==> config.mk <==
export PLATFORM = sky130hd
export DESIGN_NAME = omd_target
export DESIGN_NICKNAME = d
export VERILOG_FILES = /design/src/rtl/omd_pkg.sv /design/src/rtl/omd_mem_if.sv /design/src/rtl/omd_sync.sv /design/src/rtl/omd_mem.sv /design/src/rtl/omd_target.sv
export VERILOG_INCLUDE_DIRS = /design/src /design/src/rtl
export SDC_FILE = /design/constraint.sdc
export NUM_CORES = 2
export LEC_CHECK = 0
export ABC_AREA = 1
export BUFFER_PORTS_ARGS = -buffer_cell sky130_fd_sc_hd__buf_2
export CAP_MARGIN = 20
export CORE_ASPECT_RATIO = 1.25
export CORE_UTILIZATION = 40
export DETAILED_ROUTE_END_ITERATION = 6
export PLACE_DENSITY = 0.6
export SKIP_LAST_GASP = 1
export SLEW_MARGIN = 20
export SYNTH_ARGS = -nofsm -noshare
export SYNTH_HDL_FRONTEND = slang
export SYNTH_SLANG_ARGS = --single-unit
==> constraint.sdc <==
create_clock -name clock_i -period 29.3 [get_ports clock_i]
set_input_delay 1.465 -clock clock_i [delete_from_list [all_inputs] [get_ports clock_i]]
set_output_delay 1.465 -clock clock_i [all_outputs]
set_load 0.05 [all_outputs]
==> src/rtl/omd_params.svh <==
// constants for the optical module management target: bus addresses,
// memory layout, pin reset values and the laser shut-off time.
// assumes a 200 MHz core clock; included by the design files by bare name.
`ifndef OMD_PARAMS_SVH
`define OMD_PARAMS_SVH

`define OMD_ID_DEV_ADDR 7'h50
`define OMD_DIAG_DEV_ADDR 7'h51
`define OMD_ID_TYPE_ADDR 8'h5C
`define OMD_ID_TYPE_VAL 8'h60
`define OMD_THR_LAST 8'h27
`define OMD_RD_FIRST 8'h60
`define OMD_RD_LAST 8'h69
`define OMD_ALARM_ADDR 8'h70
`define OMD_WARN_ADDR 8'h74
`define OMD_BITS_PER_BYTE 4'h8
`define OMD_PIN_RST 6'h07
`define OMD_CLK_PS 5000
`define OMD_TX_OFF_US 10

`endif

==> src/rtl/omd_pkg.sv <==
// types shared by the optical module management target.
// assumes the constants header is available to the design files.
package omd_pkg;
  typedef enum logic [2:0] {
    ST_IDLE = 3'b000,
    ST_ADDR = 3'b001,
    ST_WORD = 3'b010,
    ST_WRITE = 3'b011,
    ST_ACK = 3'b100,
    ST_READ = 3'b101,
    ST_RACK = 3'b110
  } omd_state_type;
endpackage : omd_pkg

==> src/rtl/omd_mem_if.sv <==
// byte port between the serial engine and the management memories.
// assumes one clock domain; read data answers combinationally.
`timescale 1ns/1ps
interface omd_mem_if;
  logic page;
  logic [7:0] addr;
  logic [7:0] wdata;
  logic we;
  logic [7:0] rdata;
  modport engine (output page, output addr, output wdata, output we, input rdata);
  modport store (input page, input addr, input wdata, input we, output rdata);
endinterface : omd_mem_if

==> src/rtl/omd_sync.sv <==
// two-stage synchroniser for a group of pin inputs.
// assumes the inputs are asynchronous to clock_i; each bit has its own reset level.
`timescale 1ns/1ps
module omd_sync #(
  parameter int WIDTH = 6,
  parameter logic [WIDTH-1:0] RST_VAL = '0
) (
  input wire logic clock_i,
  input wire logic rst_i,
  input wire logic ce_i,
  input wire logic [WIDTH-1:0] async_i,
  output logic [WIDTH-1:0] sync_o
);
  logic [WIDTH-1:0] meta_q;
  logic [WIDTH-1:0] sync_q;

  // first stage feeds only the second stage
  always_ff @(posedge clock_i or posedge rst_i) begin
    if (rst_i) begin
      meta_q <= RST_VAL;
      sync_q <= RST_VAL;
    end else if (ce_i) begin
      meta_q <= async_i;
      sync_q <= meta_q;
    end
  end

  assign sync_o = sync_q;
endmodule : omd_sync

==> src/rtl/omd_mem.sv <==
// identification page and diagnostic page behind the serial engine.
// assumes readings arrive calibrated from monitor logic on clock_i.
`timescale 1ns/1ps
`include "omd_params.svh"
module omd_mem #(
  parameter logic [2047:0] ID_CONTENT = {8'h03, 2040'h0},
  parameter logic [319:0] THRESH = {5{16'hF000, 16'h1000, 16'hE000, 16'h2000}}
) (
  input wire logic clock_i,
  input wire logic rst_i,
  input wire logic ce_i,
  omd_mem_if.store m,
  input wire logic [79:0] readings_i
);
  logic [7:0] user_q [128];
  logic [7:0] user_d [128];
  logic [9:0] alarm_d;
  logic [9:0] alarm_q;
  logic [9:0] warn_d;
  logic [9:0] warn_q;

  // out-of-range compare per monitored quantity, thresholds are fixed at build
  for (genvar g = 0; g < 5; g++) begin : g_mon
    logic [15:0] val;
    assign val = readings_i[79-16*g -: 16];
    assign alarm_d[9-2*g] = val > THRESH[319-64*g -: 16];
    assign alarm_d[8-2*g] = val < THRESH[303-64*g -: 16];
    assign warn_d[9-2*g] = val > THRESH[287-64*g -: 16];
    assign warn_d[8-2*g] = val < THRESH[271-64*g -: 16];
  end

  // only the upper half of the diagnostic page takes writes
  always_comb begin
    user_d = user_q;
    if (m.we && m.page && m.addr[7]) begin
      user_d[m.addr[6:0]] = m.wdata;
    end
  end

  always_ff @(posedge clock_i or posedge rst_i) begin
    if (rst_i) begin
      for (int i = 0; i < 128; i++) begin
        user_q[i] <= 8'h00;
      end
      alarm_q <= 10'h000;
      warn_q <= 10'h000;
    end else if (ce_i) begin
      user_q <= user_d;
      alarm_q <= alarm_d;
      warn_q <= warn_d;
    end
  end

  // read decode; the identification page is read-only content
  always_comb begin
    if (!m.page && m.addr == `OMD_ID_TYPE_ADDR) begin
      m.rdata = `OMD_ID_TYPE_VAL;
    end else if (!m.page) begin
      m.rdata = ID_CONTENT[2047-8*m.addr -: 8];
    end else if (m.addr <= `OMD_THR_LAST) begin
      m.rdata = THRESH[319-8*m.addr -: 8];
    end else if (m.addr >= `OMD_RD_FIRST && m.addr <= `OMD_RD_LAST) begin
      m.rdata = readings_i[79-8*(m.addr-`OMD_RD_FIRST) -: 8];
    end else if (m.addr == `OMD_ALARM_ADDR) begin
      m.rdata = alarm_q[9:2];
    end else if (m.addr == `OMD_ALARM_ADDR + 8'h01) begin
      m.rdata = {alarm_q[1:0], 6'h00};
    end else if (m.addr == `OMD_WARN_ADDR) begin
      m.rdata = warn_q[9:2];
    end else if (m.addr == `OMD_WARN_ADDR + 8'h01) begin
      m.rdata = {warn_q[1:0], 6'h00};
    end else if (m.addr[7]) begin
      m.rdata = user_q[m.addr[6:0]];
    end else begin
      m.rdata = 8'h00;
    end
  end
endmodule : omd_mem

==> src/rtl/omd_target.sv <==
// management side of a pluggable optical module: two-wire serial target with
// identification and diagnostic pages, plus laser and signal-loss pins.
// assumes pins are asynchronous to clock_i (200 MHz); the host makes the link clock.
`timescale 1ns/1ps
`include "omd_params.svh"

// Behaviour
// - answer identification page of 256 bytes at bus address 1010000X
// - answer diagnostic page at bus address 1010001X, identification page unchanged
// - sample data on rising clock edge; writes land only in unprotected bytes
// - change driven data only after a falling clock edge
// - 8-bit words, single addressed and sequential accesses
// - identification page holds read-only descriptive content
// - diagnostic page shows live temperature, bias, powers and supply readings
// - alarm and warning flags set when a reading leaves its range
// - readings are reported internally calibrated by default
// - signal-loss output low on normal reception, high without signal
// - receive data valid only while signal-loss is low
// - transmitter off within 10 us of laser-off assertion
// - transmitter off while laser-off high or open, on while low
// - laser-error output high on any laser fault, else low
// - module-present pin held permanently low
module omd_target #(
  parameter logic [2047:0] ID_CONTENT = {8'h03, 2040'h0},
  parameter logic [319:0] THRESH = {5{16'hF000, 16'h1000, 16'hE000, 16'h2000}}
) (
  input wire logic clock_i,
  input wire logic rst_i,
  input wire logic ce_i,
  input wire logic id_link_clock_pin_i,
  input wire logic id_link_data_pin_i,
  output logic id_link_data_pin_o,
  output logic id_link_data_pin_oe_o,
  output logic module_present_pin_o,
  input wire logic laser_off_i,
  input wire logic laser_fault_i,
  output logic laser_error_o,
  output logic transmit_enable_o,
  input wire logic no_light_i,
  output logic no_light_flag_o,
  input wire logic rx_data_i,
  output logic rx_data_o,
  input wire logic [15:0] temp_i,
  input wire logic [15:0] supply_i,
  input wire logic [15:0] bias_i,
  input wire logic [15:0] tx_power_i,
  input wire logic [15:0] rx_power_i
);
  localparam int TX_OFF_CYCLES = (`OMD_TX_OFF_US * 1000000) / `OMD_CLK_PS;

  logic [5:0] pin_s;
  logic scl_s;
  logic sda_s;
  logic laser_off_s;
  logic no_light_s;
  logic fault_s;
  logic rx_s;
  logic scl_prev_q;
  logic sda_prev_q;
  logic scl_rise;
  logic scl_fall;
  logic start_seen;
  logic stop_seen;
  omd_pkg::omd_state_type state_d;
  omd_pkg::omd_state_type state_q;
  omd_pkg::omd_state_type nxt_d;
  omd_pkg::omd_state_type nxt_q;
  logic [3:0] cnt_d;
  logic [3:0] cnt_q;
  logic [7:0] shift_d;
  logic [7:0] shift_q;
  logic [7:0] ptr_d;
  logic [7:0] ptr_q;
  logic page_d;
  logic page_q;
  logic ack_d;
  logic ack_q;
  logic oe_d;
  logic oe_q;
  logic wr_now;
  logic tx_en_d;
  logic tx_en_q;
  logic err_q;
  logic los_q;
  logic rx_d;
  logic rx_q;
  logic present_q;
  logic sda_low_q;
  logic [11:0] off_cnt_q;

  omd_mem_if mif ();

  // every pin crosses two flops; laser-off and the bus lines idle high
  omd_sync #(
    .WIDTH(6),
    .RST_VAL(`OMD_PIN_RST)
  ) u_sync (
    .clock_i(clock_i),
    .rst_i(rst_i),
    .ce_i(ce_i),
    .async_i({rx_data_i, laser_fault_i, no_light_i, laser_off_i, id_link_data_pin_i,
              id_link_clock_pin_i}),
    .sync_o(pin_s)
  );

  assign scl_s = pin_s[0];
  assign sda_s = pin_s[1];
  assign laser_off_s = pin_s[2];
  assign no_light_s = pin_s[3];
  assign fault_s = pin_s[4];
  assign rx_s = pin_s[5];

  omd_mem #(
    .ID_CONTENT(ID_CONTENT),
    .THRESH(THRESH)
  ) u_mem (
    .clock_i(clock_i),
    .rst_i(rst_i),
    .ce_i(ce_i),
    .m(mif.store),
    .readings_i({temp_i, supply_i, bias_i, tx_power_i, rx_power_i})
  );

  // one pointer serves both pages; the page is picked by the bus address
  assign mif.page = page_q;
  assign mif.addr = ptr_q;
  assign mif.wdata = shift_q;
  assign mif.we = wr_now;

  // edge and framing detection on the synchronised bus lines
  always_ff @(posedge clock_i or posedge rst_i) begin
    if (rst_i) begin
      scl_prev_q <= 1'b1;
      sda_prev_q <= 1'b1;
    end else if (ce_i) begin
      scl_prev_q <= scl_s;
      sda_prev_q <= sda_s;
    end
  end

  assign scl_rise = scl_s && !scl_prev_q;
  assign scl_fall = !scl_s && scl_prev_q;
  assign start_seen = scl_s && sda_prev_q && !sda_s;
  assign stop_seen = scl_s && !sda_prev_q && sda_s;

  // serial engine; we only move the data line after a falling clock edge,
  // so our own drive can never look like a start or stop to ourselves
  always_comb begin
    state_d = state_q;
    nxt_d = nxt_q;
    cnt_d = cnt_q;
    shift_d = shift_q;
    ptr_d = ptr_q;
    page_d = page_q;
    ack_d = ack_q;
    oe_d = oe_q;
    wr_now = 1'b0;
    if (start_seen) begin
      state_d = omd_pkg::ST_ADDR;
      cnt_d = 4'h0;
      oe_d = 1'b0;
    end else if (stop_seen) begin
      state_d = omd_pkg::ST_IDLE;
      oe_d = 1'b0;
    end else begin
      case (state_q)
        omd_pkg::ST_ADDR, omd_pkg::ST_WORD, omd_pkg::ST_WRITE: begin
          if (scl_rise && cnt_q != `OMD_BITS_PER_BYTE) begin
            shift_d = {shift_q[6:0], sda_s};
            cnt_d = cnt_q + 4'h1;
          end else if (scl_fall && cnt_q == `OMD_BITS_PER_BYTE) begin
            oe_d = 1'b1;
            state_d = omd_pkg::ST_ACK;
            nxt_d = omd_pkg::ST_WRITE;
            if (state_q == omd_pkg::ST_ADDR) begin
              if (shift_q[7:1] == `OMD_ID_DEV_ADDR || shift_q[7:1] == `OMD_DIAG_DEV_ADDR) begin
                page_d = shift_q[1];
                nxt_d = shift_q[0] ? omd_pkg::ST_READ : omd_pkg::ST_WORD;
              end else begin
                oe_d = 1'b0;
                state_d = omd_pkg::ST_IDLE;
              end
            end else if (state_q == omd_pkg::ST_WORD) begin
              ptr_d = shift_q;
            end else begin
              wr_now = 1'b1;
              ptr_d = ptr_q + 8'h01;
            end
          end
        end
        omd_pkg::ST_ACK: begin
          if (scl_fall) begin
            oe_d = 1'b0;
            cnt_d = 4'h0;
            state_d = nxt_q;
            if (nxt_q == omd_pkg::ST_READ) begin
              shift_d = mif.rdata;
              oe_d = !mif.rdata[7];
              cnt_d = 4'h1;
            end
          end
        end
        omd_pkg::ST_READ: begin
          if (scl_fall && cnt_q == `OMD_BITS_PER_BYTE) begin
            oe_d = 1'b0;
            ptr_d = ptr_q + 8'h01;
            state_d = omd_pkg::ST_RACK;
          end else if (scl_fall) begin
            shift_d = {shift_q[6:0], 1'b0};
            oe_d = !shift_q[6];
            cnt_d = cnt_q + 4'h1;
          end
        end
        omd_pkg::ST_RACK: begin
          if (scl_rise) begin
            ack_d = !sda_s;
          end else if (scl_fall && ack_q) begin
            shift_d = mif.rdata;
            oe_d = !mif.rdata[7];
            cnt_d = 4'h1;
            state_d = omd_pkg::ST_READ;
          end else if (scl_fall) begin
            state_d = omd_pkg::ST_IDLE;
          end
        end
        default: begin
          state_d = omd_pkg::ST_IDLE;
        end
      endcase
    end
  end

  always_ff @(posedge clock_i or posedge rst_i) begin
    if (rst_i) begin
      state_q <= omd_pkg::ST_IDLE;
      nxt_q <= omd_pkg::ST_IDLE;
      cnt_q <= 4'h0;
      shift_q <= 8'h00;
      ptr_q <= 8'h00;
      page_q <= 1'b0;
      ack_q <= 1'b0;
      oe_q <= 1'b0;
    end else if (ce_i) begin
      state_q <= state_d;
      nxt_q <= nxt_d;
      cnt_q <= cnt_d;
      shift_q <= shift_d;
      ptr_q <= ptr_d;
      page_q <= page_d;
      ack_q <= ack_d;
      oe_q <= oe_d;
    end
  end

  // laser and receiver pins; shut-off takes a few cycles, far inside the limit
  always_comb begin
    tx_en_d = !laser_off_s;
    rx_d = rx_s && !no_light_s;
  end

  always_ff @(posedge clock_i or posedge rst_i) begin
    if (rst_i) begin
      tx_en_q <= 1'b0;
      err_q <= 1'b0;
      los_q <= 1'b0;
      rx_q <= 1'b0;
      present_q <= 1'b0;
      sda_low_q <= 1'b0;
    end else if (ce_i) begin
      tx_en_q <= tx_en_d;
      err_q <= fault_s;
      los_q <= no_light_s;
      rx_q <= rx_d;
      present_q <= 1'b0;
      sda_low_q <= 1'b0;
    end
  end

  assign id_link_data_pin_o = sda_low_q;
  assign id_link_data_pin_oe_o = oe_q;
  assign module_present_pin_o = present_q;
  assign laser_error_o = err_q;
  assign transmit_enable_o = tx_en_q;
  assign no_light_flag_o = los_q;
  assign rx_data_o = rx_q;

  // helper: cycles the transmitter stays on after laser-off is seen
  always_ff @(posedge clock_i or posedge rst_i) begin
    if (rst_i) begin
      off_cnt_q <= 12'h000;
    end else if (ce_i) begin
      off_cnt_q <= (laser_off_s && tx_en_q) ? off_cnt_q + 12'h001 : 12'h000;
    end
  end
endmodule : omd_target

==> results.tsv <==
metric	value	unit
skew	0.04460	ns
core_region_area	132400	um^2
min_period	5.740	ns
worst_slew_pin_slew	1.113	ns
grt_pass1_wl	258900	um
r2r_slack	23.56	ns
synth_top_family_by_area	simple AND/OR/NAND/NOR gates	
multiInputGateArea	22440	um^2
synth_compound_area_share	18.87	%
slew_headroom	25.66	%
final-hold-violation-count	0	
regArea	27320	um^2
synthAdderAreaFrac	0.3037	%
grtUsageTotal	24.40	%
gp_routability_congestion	0.9416	
via_count	44710	
fmax	174.2	MHz
rows	149	
syn2layout_area_growth	8.005	%
critPathMaxStageDelay	0.91	ns
cts-resized-gates	0	
synth.area.mux_share	0.01869	%
setup_violations	0	
root_buffer	clkbuf_16	
grt_pass1_vias	42540	
leakage	0.02632	uW
clk-insertion-delay-late	0.76	ns
dp.cells	7837	
clkSinkCount	1091	
path_clk_slew	0.07	ns
synthArstFlopShare	100.0	%
clk_path_buf_depth	3	
maxCapViolCount	0	
ys_seq_elements	1091	
fin_util	43.70	%
dp_hpwl	98110	um
synth_area_per_cell	8.293	um^2
port_buffers	93	
finalWirelength	165400	um
drc	6	
grt_overflow_total	0	
yosysUniqueCellTypes	72	
synth_warnings	0	
total_power	4281	uW
tns	0	ns
powerDensity	74.02	nW/um^2
final_area	57840	um^2
start_util	40.46	%
cp_max_fo	131	
cp_slowest_cell	dfrtp_4	
worst_setup_path_start_kind	register	
cp.required	29.94	ns
antenna_found_initial	1	
hold_start	u_sync.sync_o[2]	
whs_endpoint	u_sync.sync_o[2]	
synth_edf_count	0	
outcome	complete, but fails checks	
seq_area_frac_synth	51.00	%
r2r_cells	29	
cts_buffers	111	
path_class	register to register	
r2r-start	mif.addr[0]	
fillers	13150	
synth_area	53550	um^2
hp-class	register to register	
crit_start	mif.addr[0]	
drtIter0Drc	4432	
crit_path_frequent_cell	nand2_1	
violations	design-rule violations	
synth_top_flop_cell	dfrtp_1	
fp.dieArea	135400	um^2
htreeDepth	3	
wl_per_cell	20.58	um
holdPathStages	2	
nets	6317	
die_w	329.3	um
io_pins	96	
cts_hold_buf	0	
period_share	19.59	%
rsz0062_at_grt	false	
drtPass1Iterations	7	
postRouteAntennaNets	0	
synth-xor-area-share	0.08178	%
finalNonFillerCells	8041	
rr_endpoint	id_link_data_pin_oe_o	
cp-end-kind	register	
die_y	411.1	um
grt_max_degree	164	
synth-simple-area-share	22.52	%
synth_cells	6457	
post_dp_cell_area	53940	um^2
arrival	6.38	ns
vdd_drop_max	0.06472	mV
routed_via_density	5.561	
cts_tree	built	
drive_gt1_share	8.647	%
finalMaxSlewViolations	0	
cts_setup_buffers	0	
## layer usage
layer	share of wire [%]	global-route usage, %	routed length [um]	vias to the layer above
li1	-	-	-	21040
met1	43	32.44	70660	21920
met2	47	39.34	77640	1400
met3	5.9	3.418	9695	353
met4	4.5	11.22	7455	0
met5	0	0	0	-
## worst max path at each step
stage	cells after the start	end
6_report	29	id_link_data_pin_oe_o
5_1_grt	29	id_link_data_pin_oe_o
4_1_cts	29	id_link_data_pin_oe_o
3_5_place_dp	29	id_link_data_pin_oe_o
3_3_place_gp	29	id_link_data_pin_oe_o
2_1_floorplan	1	ack_q
## synthesized netlist by cell type, types with 6 or more instances
cell type / number / area [um^2]
o21ai_0: 1184 / 5926
nand3_1: 110 / 550.5
buf_4: 69 / 518.0
nor3_1: 20 / 100.1
a22o_1: 14 / 122.6
nor2_2: 7 / 43.79
o22ai_1: 192 / 1201
nand4_1: 26 / 162.7
inv_1: 217 / 814.5
nor4_1: 19 / 118.9
a21oi_1: 85 / 425.4
nand4_2: 14 / 175.2
buf_6: 67 / 754.5
a221o_1: 6 / 60.06
dfstp_2: 8 / 210.2
inv_2: 18 / 67.56
nand2_1: 1817 / 6820
a41oi_1: 10 / 87.58
nand4_4: 70 / 1489
buf_2: 130 / 650.6
o211ai_1: 17 / 127.6
o21ai_1: 328 / 1642
nand3_4: 7 / 122.6
dfrtp_1: 1083 / 27100
ha_1: 13 / 162.7
clkbuf_1: 237 / 889.6
o21ai_2: 17 / 148.9
nand2_2: 7 / 43.79
nand2_4: 16 / 180.2
nor2_1: 569 / 2136
## area by class of cell
cell class,instances,share of cell area (%)
antenna,2,0.008653
clock buffer,155,5.521
clock inverter,46,1.162
inverter,245,1.722
multi-input combinational,4609,38.81
sequential,1091,47.23
tap,1736,3.756
timing repair buffer,157,1.791
## per-stage QoR
step | hold slack [ns] | setup WS, ns
after floorplan | 0.4415 | 12.79
after global placement | 0.4522 | 23.70
after detailed placement | 0.4522 | 23.70
after CTS | 0.4616 | 23.67
after global routing | 0.4754 | 23.13
final | 0.4610 | 23.56
## report_power, final
part | internal, uW | switching (uW)
Combinational | 253 | 952
Clock | 876 | 633
Sequential | 1530 | 43.1
Total | 2650 | 1630
## flip-flops by register name, indices dropped and copies added (netlist names), 4 cells and up
signal and cells:
u_mem.warn_q 10, u_sync.sync_o 6, cnt_q 4, mif.addr 8
mif.wdata 8, u_mem.alarm_q 10, u_sync.meta_q 6, u_mem.user_q 1024
## worst max-delay path: cells and delay by family (launching register included)
kind | cells | cell delay, ns
flops | 1 | 0.91
buf+inv | 4 | 2.48
simple gates | 25 | 1.97
## cells by family after synthesis
logic type,after synthesis
flip-flops,1091
buffers and inverters,758
multiplexers,1
AO/OA/AOI/OAI,1894
other,1
AND/OR/NAND/NOR,2694
adder cells (fa/ha/maj),13
XOR/XNOR,5
## cell usage in the layout, fill, tap and decap left out, drive strengths merged, types with 3 or more instances in the layout
cell,Yosys,routed
o21ai,1529,1529
a221o,6,6
o311ai,6,6
dfstp,8,8
clkbuf,239,155
ha,13,13
a221oi,3,3
o221ai,3,3
a32oi,3,3
o211ai,17,17
nor2,578,578
a41oi,10,10
nand3,117,117
a31oi,4,4
xor2,4,4
o2111ai,3,3
clkinvlp,0,4
nand2,1840,1840
a22oi,5,5
dfrtp,1083,1083
bufinv,0,13
a22o,14,14
clkinv,4,31
a211oi,3,3
nor4,20,20
inv,241,243
buf,274,157
o22ai,192,192
a21oi,86,86
a2111oi,3,3
nand4,110,110
nor3,22,22
Note: power is estimated with default switching activity, not from simulation.
